[config.mk]
export PLATFORM = sky130hd
export DESIGN_NAME = dpvi_top
export DESIGN_NICKNAME = d
export VERILOG_FILES = /design/src/design/dpvi_pkg.sv /design/src/design/dpvi_reg.sv /design/src/design/dpvi_top.sv
export SDC_FILE = /design/constraint.sdc
export NUM_CORES = 1
export LEC_CHECK = 0
export CORE_ASPECT_RATIO = 1.1
export CORE_UTILIZATION = 63
export CTS_CLUSTER_DIAMETER = 80
export CTS_CLUSTER_SIZE = 24
export DETAILED_ROUTE_END_ITERATION = 16
export DONT_BUFFER_PORTS = 1
export GPL_ROUTABILITY_DRIVEN = 0
export PLACE_DENSITY_LB_ADDON = 0.12
export SYNTH_ARGS = -nofsm -noshare
export SYNTH_HDL_FRONTEND = slang
export SYNTH_SLANG_ARGS = --single-unit
[constraint.sdc]
create_clock -name i_sys_clk -period 4.5 [get_ports i_sys_clk]
set_input_delay 1.35 -clock i_sys_clk [delete_from_list [all_inputs] [get_ports i_sys_clk]]
set_output_delay 1.35 -clock i_sys_clk [all_outputs]
set_load 0.005 [all_outputs]
[src/design/dpvi_pkg.sv]
// Constants for the DSCP priority map and PVID insertion register bank.
// Assumes an APB slave with 32-bit data, one register per aligned word.
package dpvi_pkg;

	// ---------------------------------------------------------------
	// Bus geometry
	// ---------------------------------------------------------------
	localparam int unsigned APB_DW = 32;
	localparam int unsigned APB_AW = 12;
	localparam int unsigned REG_W = 8;
	localparam int unsigned IDX_W = 8;

	// ---------------------------------------------------------------
	// Register indices; byte address is four times the index
	// ---------------------------------------------------------------
	localparam logic [IDX_W-1:0] IDX_GLOBAL_CTRL = 8'h87;
	localparam logic [IDX_W-1:0] IDX_DSCP_MAP_13 = 8'h9D;
	localparam logic [IDX_W-1:0] IDX_DSCP_MAP_14 = 8'h9E;
	localparam logic [IDX_W-1:0] IDX_DSCP_MAP_15 = 8'h9F;
	localparam logic [IDX_W-1:0] IDX_PORT1_INS = 8'hB0;
	localparam logic [IDX_W-1:0] IDX_PORT2_INS = 8'hC0;
	localparam logic [IDX_W-1:0] IDX_PORT3_INS = 8'hD0;
	localparam logic [IDX_W-1:0] IDX_PORT4_INS = 8'hE0;
	localparam logic [IDX_W-1:0] IDX_PORT5_INS = 8'hF0;
	localparam logic [1:0] IDX_SHIFT = 2'h2;

	// ---------------------------------------------------------------
	// Field layout and reset values
	// ---------------------------------------------------------------
	localparam int unsigned GLOBAL_INS_EN_BIT = 2;
	localparam int unsigned PORT_INS_HI_BIT = 3;
	localparam logic [REG_W-1:0] GLOBAL_CTRL_MASK = 8'h04;
	localparam logic [REG_W-1:0] PORT_INS_MASK = 8'h08;
	localparam logic [REG_W-1:0] DSCP_MAP_MASK = 8'hFF;
	localparam logic [REG_W-1:0] REG_RESET = 8'h00;
	localparam int unsigned PRIO_W = 2;
	localparam int unsigned FIELDS_PER_REG = 4;

	// ---------------------------------------------------------------
	// DSCP range held here
	// ---------------------------------------------------------------
	localparam int unsigned DSCP_W = 6;
	localparam logic [DSCP_W-1:0] DSCP_FIRST = 6'h34;
	localparam logic [DSCP_W-1:0] DSCP_LAST = 6'h3F;
	localparam int unsigned MAP_REGS = 3;

	// ---------------------------------------------------------------
	// Port numbering
	// ---------------------------------------------------------------
	localparam int unsigned NUM_PORTS = 5;
	localparam int unsigned PORT_W = 3;
	localparam logic [PORT_W-1:0] PORT_FIRST = 3'h1;
	localparam logic [PORT_W-1:0] PORT_LAST = 3'h5;
	localparam logic [PORT_W-1:0] HI_EGRESS_LOW_SRC = 3'h5;
	localparam logic [PORT_W-1:0] HI_EGRESS_PORT5_SRC = 3'h4;

endpackage

[src/design/dpvi_reg.sv]
// One 8-bit software register with a mask of implemented bits.
// Assumes a synchronous active-low reset and a shared clock enable.
`timescale 1ns/1ps
module dpvi_reg #(
	parameter int unsigned WIDTH = 8,
	parameter logic [WIDTH-1:0] MASK = '1,
	parameter logic [WIDTH-1:0] RESET = '0
) (
	input wire logic i_sys_clk,
	input wire logic i_rst_n,
	input wire logic i_clk_en,
	input wire logic i_we,
	input wire logic [WIDTH-1:0] i_wdata,
	output logic [WIDTH-1:0] o_q
);

	logic [WIDTH-1:0] val_q;

	// Unimplemented bits are never stored, so they read as zero
	always_ff @(posedge i_sys_clk) begin
		if (!i_rst_n) begin
			val_q <= RESET & MASK;
		end else if (i_clk_en && i_we) begin
			val_q <= i_wdata & MASK;
		end
	end

	assign o_q = val_q;

endmodule

[src/design/dpvi_top.sv]
// DSCP priority map (code points 0x34..0x3F) and highest-egress PVID
// insertion control, reached over an APB slave port.
// Assumes the forwarding path runs on the same clock as the bus.
//
// Operation
// - Register 0x9D holds four read/write 2-bit priorities for DSCP 0x34 to 0x37, lowest code in bits 1-0, reset 00.
// - Register 0x9E holds four read/write 2-bit priorities for DSCP 0x38 to 0x3B, lowest code in bits 1-0, reset 00.
// - Register 0x9F holds four read/write 2-bit priorities for DSCP 0x3C to 0x3F, lowest code in bits 1-0, reset 00.
// - IPv4 and IPv6 packets take their priority from the very same field.
// - Each port has a read/write bit 3, reset 0, asking for its PVID on untagged frames sent to its highest egress port.
// - For source ports 1 to 4 the highest egress port is port 5.
// - For source port 5 the highest egress port is port 4.
// - Insertion happens only while bit 2 of register 135 is set.
`timescale 1ns/1ps
module dpvi_top #(
	parameter int unsigned ADDR_W = dpvi_pkg::APB_AW
) (
	input wire logic i_sys_clk,
	input wire logic i_rst_n,
	input wire logic i_clk_en,
	// APB slave
	input wire logic i_psel,
	input wire logic i_penable,
	input wire logic i_pwrite,
	input wire logic [ADDR_W-1:0] i_paddr,
	input wire logic [dpvi_pkg::APB_DW-1:0] i_pwdata,
	input wire logic [3:0] i_pstrb,
	output logic o_pready,
	output logic [dpvi_pkg::APB_DW-1:0] o_prdata,
	output logic o_pslverr,
	// DSCP classification request
	input wire logic i_cls_valid,
	input wire logic [dpvi_pkg::DSCP_W-1:0] i_cls_dscp,
	input wire logic i_cls_ipv6,
	output logic o_cls_valid,
	output logic o_cls_hit,
	output logic [dpvi_pkg::PRIO_W-1:0] o_cls_prio,
	// Egress tagging request
	input wire logic i_egr_valid,
	input wire logic [dpvi_pkg::PORT_W-1:0] i_egr_src_port,
	input wire logic [dpvi_pkg::PORT_W-1:0] i_egr_dst_port,
	input wire logic i_egr_untagged,
	output logic o_egr_valid,
	output logic o_egr_insert_pvid,
	output logic [dpvi_pkg::PORT_W-1:0] o_egr_src_port
);

	// ---------------------------------------------------------------
	// Types and storage
	// ---------------------------------------------------------------
	typedef enum logic [3:0] {
		SEL_NONE,
		SEL_GLOBAL,
		SEL_MAP13,
		SEL_MAP14,
		SEL_MAP15,
		SEL_PORT1,
		SEL_PORT2,
		SEL_PORT3,
		SEL_PORT4,
		SEL_PORT5
	} dpvi_sel_t;

	localparam int unsigned RW = dpvi_pkg::REG_W;
	localparam int unsigned NP = dpvi_pkg::NUM_PORTS;
	localparam int unsigned NM = dpvi_pkg::MAP_REGS;
	localparam int unsigned TBL_W = NM * RW;

	logic [RW-1:0] map_q [NM];
	logic [RW-1:0] port_q [NP];
	logic [RW-1:0] global_q;
	logic [TBL_W-1:0] table_flat;

	dpvi_sel_t sel;
	logic addr_aligned;
	logic [dpvi_pkg::IDX_W-1:0] reg_idx;
	logic wr_fire;
	logic wr_lane0;
	logic [RW-1:0] rd_val;

	logic [NM-1:0] map_we;
	logic [NP-1:0] port_we;
	logic global_we;

	logic [dpvi_pkg::APB_DW-1:0] prdata_q;
	logic pslverr_q;

	// ---------------------------------------------------------------
	// Address decode
	// ---------------------------------------------------------------
	// Printed offsets are word indices, so the byte address is
	// the index shifted up by two; anything unaligned is unmapped.
	assign addr_aligned = (i_paddr[1:0] == 2'h0);
	assign reg_idx = i_paddr[dpvi_pkg::IDX_W+1:2];

	// Only the low 256 words exist; anything above is unmapped
	always_comb begin
		sel = SEL_NONE;
		if (addr_aligned && i_paddr[ADDR_W-1:dpvi_pkg::IDX_W+2] == '0)
		begin
			unique case (reg_idx)
				dpvi_pkg::IDX_GLOBAL_CTRL: sel = SEL_GLOBAL;
				dpvi_pkg::IDX_DSCP_MAP_13: sel = SEL_MAP13;
				dpvi_pkg::IDX_DSCP_MAP_14: sel = SEL_MAP14;
				dpvi_pkg::IDX_DSCP_MAP_15: sel = SEL_MAP15;
				dpvi_pkg::IDX_PORT1_INS: sel = SEL_PORT1;
				dpvi_pkg::IDX_PORT2_INS: sel = SEL_PORT2;
				dpvi_pkg::IDX_PORT3_INS: sel = SEL_PORT3;
				dpvi_pkg::IDX_PORT4_INS: sel = SEL_PORT4;
				dpvi_pkg::IDX_PORT5_INS: sel = SEL_PORT5;
				default: sel = SEL_NONE;
			endcase
		end
	end

	// ---------------------------------------------------------------
	// Write strobes
	// ---------------------------------------------------------------
	// Writes land at the access edge; the data sits in byte lane 0,
	// so a write without that strobe leaves the register alone.
	assign wr_fire = i_psel && i_penable && i_pwrite && o_pready;
	assign wr_lane0 = wr_fire && i_pstrb[0];

	always_comb begin
		map_we = '0;
		port_we = '0;
		global_we = 1'b0;
		unique case (sel)
			SEL_GLOBAL: global_we = wr_lane0;
			SEL_MAP13: map_we[0] = wr_lane0;
			SEL_MAP14: map_we[1] = wr_lane0;
			SEL_MAP15: map_we[2] = wr_lane0;
			SEL_PORT1: port_we[0] = wr_lane0;
			SEL_PORT2: port_we[1] = wr_lane0;
			SEL_PORT3: port_we[2] = wr_lane0;
			SEL_PORT4: port_we[3] = wr_lane0;
			SEL_PORT5: port_we[4] = wr_lane0;
			SEL_NONE: begin
			end
		endcase
	end

	// ---------------------------------------------------------------
	// Registers
	// ---------------------------------------------------------------
	// One register per map word, lowest code points first
	genvar gi;
	generate
		for (gi = 0; gi < NM; gi++) begin : g_map
			dpvi_reg #(
				.WIDTH(RW),
				.MASK(dpvi_pkg::DSCP_MAP_MASK),
				.RESET(dpvi_pkg::REG_RESET)
			) u_map (
				.i_sys_clk(i_sys_clk),
				.i_rst_n(i_rst_n),
				.i_clk_en(i_clk_en),
				.i_we(map_we[gi]),
				.i_wdata(i_pwdata[RW-1:0]),
				.o_q(map_q[gi])
			);
		end
		// Only bit 3 is kept; upper and lower bits read zero
		for (gi = 0; gi < NP; gi++) begin : g_port
			dpvi_reg #(
				.WIDTH(RW),
				.MASK(dpvi_pkg::PORT_INS_MASK),
				.RESET(dpvi_pkg::REG_RESET)
			) u_port (
				.i_sys_clk(i_sys_clk),
				.i_rst_n(i_rst_n),
				.i_clk_en(i_clk_en),
				.i_we(port_we[gi]),
				.i_wdata(i_pwdata[RW-1:0]),
				.o_q(port_q[gi])
			);
		end
	endgenerate

	// Only the insertion enable of the global register lives here
	dpvi_reg #(
		.WIDTH(RW),
		.MASK(dpvi_pkg::GLOBAL_CTRL_MASK),
		.RESET(dpvi_pkg::REG_RESET)
	) u_global (
		.i_sys_clk(i_sys_clk),
		.i_rst_n(i_rst_n),
		.i_clk_en(i_clk_en),
		.i_we(global_we),
		.i_wdata(i_pwdata[RW-1:0]),
		.o_q(global_q)
	);

	// ---------------------------------------------------------------
	// Read path
	// ---------------------------------------------------------------
	always_comb begin
		rd_val = '0;
		unique case (sel)
			SEL_GLOBAL: rd_val = global_q;
			SEL_MAP13: rd_val = map_q[0];
			SEL_MAP14: rd_val = map_q[1];
			SEL_MAP15: rd_val = map_q[2];
			SEL_PORT1: rd_val = port_q[0];
			SEL_PORT2: rd_val = port_q[1];
			SEL_PORT3: rd_val = port_q[2];
			SEL_PORT4: rd_val = port_q[3];
			SEL_PORT5: rd_val = port_q[4];
			SEL_NONE: rd_val = '0;
		endcase
	end

	// Read data and error are captured in the setup cycle, so the
	// access phase always completes with no wait state.
	always_ff @(posedge i_sys_clk) begin
		if (!i_rst_n) begin
			prdata_q <= '0;
			pslverr_q <= 1'b0;
		end else if (i_clk_en) begin
			if (i_psel && !i_penable) begin
				prdata_q <= {{(dpvi_pkg::APB_DW-RW){1'b0}}, rd_val};
				pslverr_q <= (sel == SEL_NONE);
			end
		end
	end

	assign o_pready = i_psel && i_penable;
	assign o_prdata = prdata_q;
	assign o_pslverr = pslverr_q && o_pready;

	// ---------------------------------------------------------------
	// DSCP classification
	// ---------------------------------------------------------------
	logic cls_in_range;
	logic [dpvi_pkg::DSCP_W-1:0] cls_off;
	logic [dpvi_pkg::PRIO_W-1:0] cls_prio_d;
	logic cls_valid_q;
	logic cls_hit_q;
	logic [dpvi_pkg::PRIO_W-1:0] cls_prio_q;

	assign table_flat = {map_q[2], map_q[1], map_q[0]};
	assign cls_in_range = (i_cls_dscp >= dpvi_pkg::DSCP_FIRST) &&
		(i_cls_dscp <= dpvi_pkg::DSCP_LAST);
	assign cls_off = i_cls_dscp - dpvi_pkg::DSCP_FIRST;

	// Code point order runs upward through the three map registers
	always_comb begin
		cls_prio_d = '0;
		if (cls_in_range) begin
			cls_prio_d = table_flat[{cls_off[3:0], 1'b0} +:
				dpvi_pkg::PRIO_W];
		end
	end

	// The IP version flag is deliberately unused for selection,
	// so an IPv6 packet can never read a different field
	always_ff @(posedge i_sys_clk) begin
		if (!i_rst_n) begin
			cls_valid_q <= 1'b0;
			cls_hit_q <= 1'b0;
			cls_prio_q <= '0;
		end else if (i_clk_en) begin
			cls_valid_q <= i_cls_valid;
			if (i_cls_valid) begin
				cls_hit_q <= cls_in_range;
				cls_prio_q <= cls_prio_d;
			end
		end
	end

	assign o_cls_valid = cls_valid_q;
	assign o_cls_hit = cls_hit_q;
	assign o_cls_prio = cls_prio_q;

	// ---------------------------------------------------------------
	// Egress PVID insertion
	// ---------------------------------------------------------------
	logic src_ok;
	logic [dpvi_pkg::PORT_W-1:0] src_idx;
	logic [dpvi_pkg::PORT_W-1:0] hi_egress;
	logic src_ins_bit;
	logic [NP-1:0] port_ins_en;
	logic global_en;
	logic ins_d;
	logic egr_valid_q;
	logic ins_q;
	logic [dpvi_pkg::PORT_W-1:0] egr_src_q;

	assign src_ok = (i_egr_src_port >= dpvi_pkg::PORT_FIRST) &&
		(i_egr_src_port <= dpvi_pkg::PORT_LAST);
	assign src_idx = i_egr_src_port - dpvi_pkg::PORT_FIRST;
	assign global_en = global_q[dpvi_pkg::GLOBAL_INS_EN_BIT];

	// Port 5 cannot send to itself, so its top egress is port 4
	always_comb begin
		if (i_egr_src_port == dpvi_pkg::PORT_LAST) begin
			hi_egress = dpvi_pkg::HI_EGRESS_PORT5_SRC;
		end else begin
			hi_egress = dpvi_pkg::HI_EGRESS_LOW_SRC;
		end
	end

	// Gathered once so the source lookup indexes a plain vector
	always_comb begin
		for (int p = 0; p < NP; p++) begin
			port_ins_en[p] = port_q[p][dpvi_pkg::PORT_INS_HI_BIT];
		end
	end

	// A source number outside 1..5 would index past the vector
	always_comb begin
		src_ins_bit = 1'b0;
		if (src_ok) begin
			src_ins_bit = port_ins_en[src_idx];
		end
	end

	// Tagged frames keep their own tag; only untagged ones gain PVID
	assign ins_d = global_en && src_ok && src_ins_bit &&
		i_egr_untagged && (i_egr_dst_port == hi_egress);

	// Source echo lets the tagger fetch that port's PVID
	always_ff @(posedge i_sys_clk) begin
		if (!i_rst_n) begin
			egr_valid_q <= 1'b0;
			ins_q <= 1'b0;
			egr_src_q <= '0;
		end else if (i_clk_en) begin
			egr_valid_q <= i_egr_valid;
			if (i_egr_valid) begin
				ins_q <= ins_d;
				egr_src_q <= i_egr_src_port;
			end
		end
	end

	assign o_egr_valid = egr_valid_q;
	assign o_egr_insert_pvid = ins_q;
	assign o_egr_src_port = egr_src_q;

endmodule

### After elaboration in Yosys (flattened, before gate mapping)

Cells that the tools add are included.

| storage, ports and cells | value |
|---|---|
| register bits | 48 |
| bits in latches | 0 |
| bits in writable memories | 0 |
| ROM bits | 0 |
| bits of input ports | 70 |
| output and inout port bits | 43 |
| logic and storage cells | 91 |
| memories | 0 |

| cells by class | value |
|---|---|
| add/sub/neg operators | 2 |
| multipliers | 0 |
| div/mod/pow operators | 0 |
| order comparisons | 5 |
| eq/ne operators | 20 |
| shift-type cells | 1 |
| multiplexer cells | 17 |
| bitwise operators | 0 |
| reductions and logical operators | 29 |

Operators with widths:

| kind | count |
|---|---|
| 8-bit one-hot mux with 10 select lines | 1 |
| 8-bit == test (second input constant) | 9 |
| 4-bit one-hot mux with 9 select lines | 1 |
| 24-bit by 6-bit indexed part select with 2-bit output | 1 |
| 1-bit logical AND | 22 |
| 4-bit by 3-bit == test with 1-bit output (second input constant) | 4 |
| 1-bit 2-to-1 mux | 12 |
| 4-bit by 2-bit == test with 1-bit output (second input constant) | 2 |
| 4-bit == test (second input constant) | 2 |
| 6-bit greater-or-equal comparator (second input constant) | 1 |
| 6-bit <= comparator (second input constant) | 1 |
| 2-bit AND reduction | 3 |
| 4-bit by 1-bit == test with 1-bit output (second input constant) | 1 |
| 2-bit zero test | 2 |
| 4-bit zero test | 1 |
| 3-bit by 4-bit < comparator with 1-bit output (second input constant) | 1 |
| 4-bit 2-to-1 mux | 1 |
| 4-bit by 3-bit subtractor with 4-bit output (second input constant) | 1 |
| 1-bit binary-select mux with 3-bit select | 1 |
| 3-bit == test | 1 |
| 3-bit == test (second input constant) | 1 |
| 3-bit by 1-bit greater-or-equal comparator with 1-bit output (second input constant) | 1 |
| 3-bit <= comparator (second input constant) | 1 |
| 3-bit by 1-bit subtractor with 3-bit output (second input constant) | 1 |
| other kinds (2) | 2 |

### Longest topological paths before layout

| depth | value |
|---|---|
| depth in word-level cells | 7 |
| gate-level depth with buffers | 9 |
| gate-level depth less buffers | 8 |

### Cells and area by module

From an unflattened synthesis, not the netlist that was laid out.

| second synthesis, totals | value |
|---|---|
| cell total of the unflattened synthesis | 465 |
| area, all modules | 3764.9 um2 |

Modules (own cells, without submodules):

| module | instances | cells each | area each (um2) | seq. area each (um2) |
|---|---|---|---|---|
| dpvi_top | 1 | 273 | 2102.0 | 360.3 |
| dpvi_reg at g_map[0].u_map ... | 3 | 38 | 359.1 | 160.2 |
| dpvi_reg at g_port[0].u_port ... | 6 | 13 | 97.6 | 20.0 |

### Least setup slack after synthesis

OpenSTA, ideal clock, no wires.

| path | value |
|---|---|
| kind | input port to flip-flop |
| start | in i_paddr[4] |
| end | reg g_map[1].u_map.val_q[7] |
| setup time | 0.128 ns |
| arrival time | 3.395 ns |
| data required time | 4.372 ns |
| slack | 0.977 ns |
| stages | 9 |
| buffers on the path | 3 |
| cells stage by stage | or4b_1 > or4_1 > buf_2 > o211a_1 > buf_6 > or3_1 > buf_6 > mux2i_1 > nor2_1 |

| on the way | value |
|---|---|
| longest elaborated chain between the ends | 6 |
| elaborated cells between the ends (all ways) | 14 |
| classes of those cells | 10 x eq/ne; 3 x mux; 1 x reduce/logical |

Ends and longest elaborated chain:

| item | RTL line | source |
|---|---|---|
| from (decl) | dpvi_top.sv:25 | `input wire logic [ADDR_W-1:0] i_paddr,` |
| 8-bit == test | dpvi_top.sv:101 | `unique case (reg_idx)` |
| 4-bit one-hot mux with 9 select lines (*) | dpvi_top.sv:101 |  |
| 4-bit 2-to-1 mux (*) | dpvi_top.sv:99 | `if (addr_aligned && i_paddr[ADDR_W-1:dpvi_pkg::IDX_W+2] == '0)` |
| 4-bit by 2-bit == test with 1-bit output (*) | dpvi_top.sv:128 | `unique case (sel)` |
| 1-bit 2-to-1 mux (*) | dpvi_top.sv:128 |  |
| 1-bit logical AND (*) | dpvi_reg.sv:23 | `end else if (i_clk_en && i_we) begin` |
| to (signal assigned) | dpvi_reg.sv:22 | `val_q <= RESET & MASK;` |
| to (signal assigned) | dpvi_reg.sv:24 | `val_q <= i_wdata & MASK;` |
| to (decl) | dpvi_reg.sv:17 | `logic [WIDTH-1:0] val_q;` |

Every way passes the cells marked *; elsewhere a longest branch is shown, timed or not.
A chain may end at the register's enable or synchronous reset.

### Final worst setup path

| path | value |
|---|---|
| start | in i_paddr[4] |
| end | reg g_map[1].u_map.val_q[3] |

Same word-level chain as after synthesis.

==> metrics.csv <==
stage,metric,value,unit
sta,min_period,3.57,ns
logic_synthesis,syn_inst,320,
logic_synthesis,seq_area_frac_synth,0.339,
cts,cts_setup_buffers,0,
critical_path,cp_max_fo,8,
routing,vias_per_cell,6.14,
sta,hold_viol,0,
logic_synthesis,avgSynthCellArea,8.85,um^2
logic_synthesis,syn_area,0.00283,mm^2
cells_and_area,drive_gt1_frac,0.0784,
floorplanning,fp.dieH,72.3,um
routing,wl_per_cell,16.4,um
sta,holdWs,0.470,ns
grt,grtUsageTotal,0.269,
sta,max_freq,280,MHz
logic_synthesis,synth_edf_count,0,
critical_path,r2r_cells,6,
pwr,clockPowerShare,0.365,
pwr,p_leak,1.18,nW
grt,grt_pass1_wl,9600,um
logic_synthesis,synthArstFlopShare,0,
logic_synthesis,synthFlopType,dfxtp_1,
placement,hpwl,4510,um
pwr,p_int,569,uW
critical_path,cp.arrival,3.75,ns
sta,worst_pin_slew,0.756,ns
sta,fin_setup_tns,0,ns
pwr,cellPowerDensity,261,mW/mm^2
worst_hold_path,hold_path_class,reg2reg,
sta,clock_skew,0.00311,ns
routing,dr.pass1.iters,4,
cts,clock_path_buffers,2,
floorplanning,die_w,65.9,um
sta,report.final.slew_viol_count,0,
cells_and_area,antennaDiodeCount,0,
floorplanning,initial_utilization,0.656,
grt,grt_max_degree,41,
cts,htree_num_levels,2,
logic_synthesis,synth_cell_type_count,53,
critical_path,crit_type,in2reg,
pwr,share_comb_of_total_power,0.062,
routing,drt-total-wl,6110,um
cells_and_area,layout-area-overhead-vs-synth,1.28,%
floorplanning,core_area,0.00432,mm^2
routing,vias,2292,
critical_path,cp-start-kind,primary input,
critical_path,crit_end,g_map[1].u_map.o_q[3]$_SDFFE_PN0P_,
grt,met1_usage,0.301,
sta,finalSetupViolations,0,
cts,cts_buffers,5,
job,maxCapViolCount,0,
cts,path_clk_slew,0.09,ns
routing,drc_errors,0,
sta,slew_headroom,0.491,
placement,dpl-instance-area,0.00277,mm^2
critical_path,critPathRequiredTime,4.68,ns
cts,clk_latency,0.30,ns
routing,antenna_left,0,
critical_path,crit_start,i_paddr[4],
grt,met3_usage,0.0645,
logic_synthesis,ys_ff_latch,48,
cts,cts_tree,yes,
floorplanning,rows,25,
pwr,swShare,0.239,
status,status,completed,
sta,rsz0062_at_grt,no,
floorplanning,io_pins,113,
critical_path,ff2ff_setup_slack,2.70,ns
cts,cts_resized,0,
critical_path,critPathCaptureType,flop,
logic_synthesis,yosys_warnings,0,
grt,grt_antenna_before_repair,0,
cells_and_area,nets,392,
cells_and_area,fin_area,0.00287,mm^2
pwr,seqPwrFrac,0.574,
critical_path,reg2reg_to,o_egr_insert_pvid$_SDFFE_PN0P_,
grt,grt_busiest_layer,met2,
cts,cts_root_buf,clkbuf_8,
floorplanning,fp.dieArea,0.00477,mm^2
cts,clock-sinks,48,
cts,ctsHoldBuffers,0,
grt,use_met2,0.481,
critical_path,r2r_start,g_port[2].u_port.o_q[3]$_SDFFE_PN0P_,
placement,io_buffers,0,
sta,fin_crit_sh,0.793,
pwr,vdd_drop_max,0.000233,V
routing,drt_iter0_drc,154,
grt,grt_pass1_vias,2114,
pwr,p_switching,179,uW
grt,grt_overflow_total,0,
flip-flops by register name, summed over array words and instances, names as in the netlist:
name and flops:
o_egr_valid 1, g_port.u_port.o_q 5, o_cls_prio 2, g_map.u_map.o_q 24, o_prdata 8, o_egr_src_port 3
o_cls_hit 1, pslverr_q 1, u_global.o_q 1, o_egr_insert_pvid 1, o_cls_valid 1
metal layers:
metal | vias up | wire, um
li1 | 1117 | -
met1 | 1082 | 2460
met2 | 82 | 3190
met3 | 11 | 349
met4 | 0 | 110
met5 | - | 0
synth_stat cells (3+ instances only):
master	n	area, um^2
a21oi_1	14	70.1
a22o_1	6	52.6
a22oi_1	3	22.5
a31oi_1	3	18.8
and3_1	4	25.0
buf_4	24	180
clkbuf_1	9	33.8
dfxtp_1	48	961
ha_1	4	50.1
inv_1	7	26.3
mux2i_1	38	380
mux4_2	7	158
nand2_1	27	101
nand3_1	10	50.1
nand4_1	7	43.8
nor2_1	43	161
nor2b_1	3	18.8
nor3_1	4	20.0
o21ai_0	12	60.1
o31ai_1	3	22.5
or4_1	3	22.5
per-stage QoR:
stage	instances	worst slack, ns	power [mW]	utilization
finish	373	0.933	0.748	0.664
global route	373	0.825	0.778	0.664
CTS	373	0.949	0.752	0.664
detailed placement	365	0.616	0.485	0.643
global placement	365	0.637	0.484	0.643
floorplan	343	0.977	0.496	-
power groups by stage:
stage                     registers [mW]  logic [mW]  clock network [mW]
final                              0.429      0.0462               0.273
after global routing               0.430      0.0518               0.296
after CTS                          0.429      0.0453               0.278
after detailed placement           0.439      0.0452                   0
after global placement             0.439      0.0446                   0
after floorplan                    0.439      0.0569                   0
worst min-delay path by stage:
stage / start / endpoint / depth (start not counted)
6_report: o_egr_insert_pvid$_SDFFE_PN0P_ / o_egr_insert_pvid$_SDFFE_PN0P_ / 2
5_1_grt: o_egr_insert_pvid$_SDFFE_PN0P_ / o_egr_insert_pvid$_SDFFE_PN0P_ / 2
4_1_cts: o_egr_insert_pvid$_SDFFE_PN0P_ / o_egr_insert_pvid$_SDFFE_PN0P_ / 2
3_5_place_dp: o_egr_insert_pvid$_SDFFE_PN0P_ / o_egr_insert_pvid$_SDFFE_PN0P_ / 2
3_3_place_gp: o_egr_insert_pvid$_SDFFE_PN0P_ / o_egr_insert_pvid$_SDFFE_PN0P_ / 2
2_1_floorplan: o_egr_insert_pvid$_SDFFE_PN0P_ / o_egr_insert_pvid$_SDFFE_PN0P_ / 2
placed cells by master (no fill, tap or decap), types with 4 or more instances in the layout:
cell | synthesis | routed
a21oi_1 | 14 | 14
a22o_1 | 6 | 6
and3_1 | 4 | 4
buf_4 | 24 | 4
clkbuf_8 | 0 | 6
conb_1 | 1 | 24
dfxtp_1 | 48 | 48
ha_1 | 4 | 4
inv_1 | 7 | 7
mux2i_1 | 38 | 38
mux4_2 | 7 | 7
nand2_1 | 27 | 27
nand3_1 | 10 | 10
nand4_1 | 7 | 7
nor2_1 | 43 | 43
nor3_1 | 4 | 4
o21ai_0 | 12 | 12
final cells by class:
type                            instances  area [um^2]
Multi-Input combinational cell        252         1690
Clock buffer                            7         86.3
Tap cell                               54         67.6
Inverter                                7         26.3
Sequential cell                        48          961
Timing Repair Buffer                    4         30.0
Fill cell                             393         1450
Clock inverter                          1         7.51
worst max-delay path, cell delays in order:
cell	delay, ns
or4b_1	0.54
or4_1	0.64
o211a_1	0.33
or3_1	0.59
mux2i_1	0.23
nor2_1	0.06
cell families after synthesis:
logic type,count (synthesis),share of synthesized area
and+or+nand+nor,122,0.218
AOI/OAI and AO/OA,56,0.136
DFF,48,0.339
muxes,45,0.190
buffers and inverters,43,0.0946
adders and majority gates,4,0.0177
other,1,0.00132
xor gates and xnor gates,1,0.00309
(Power assumes the default switching activity.)
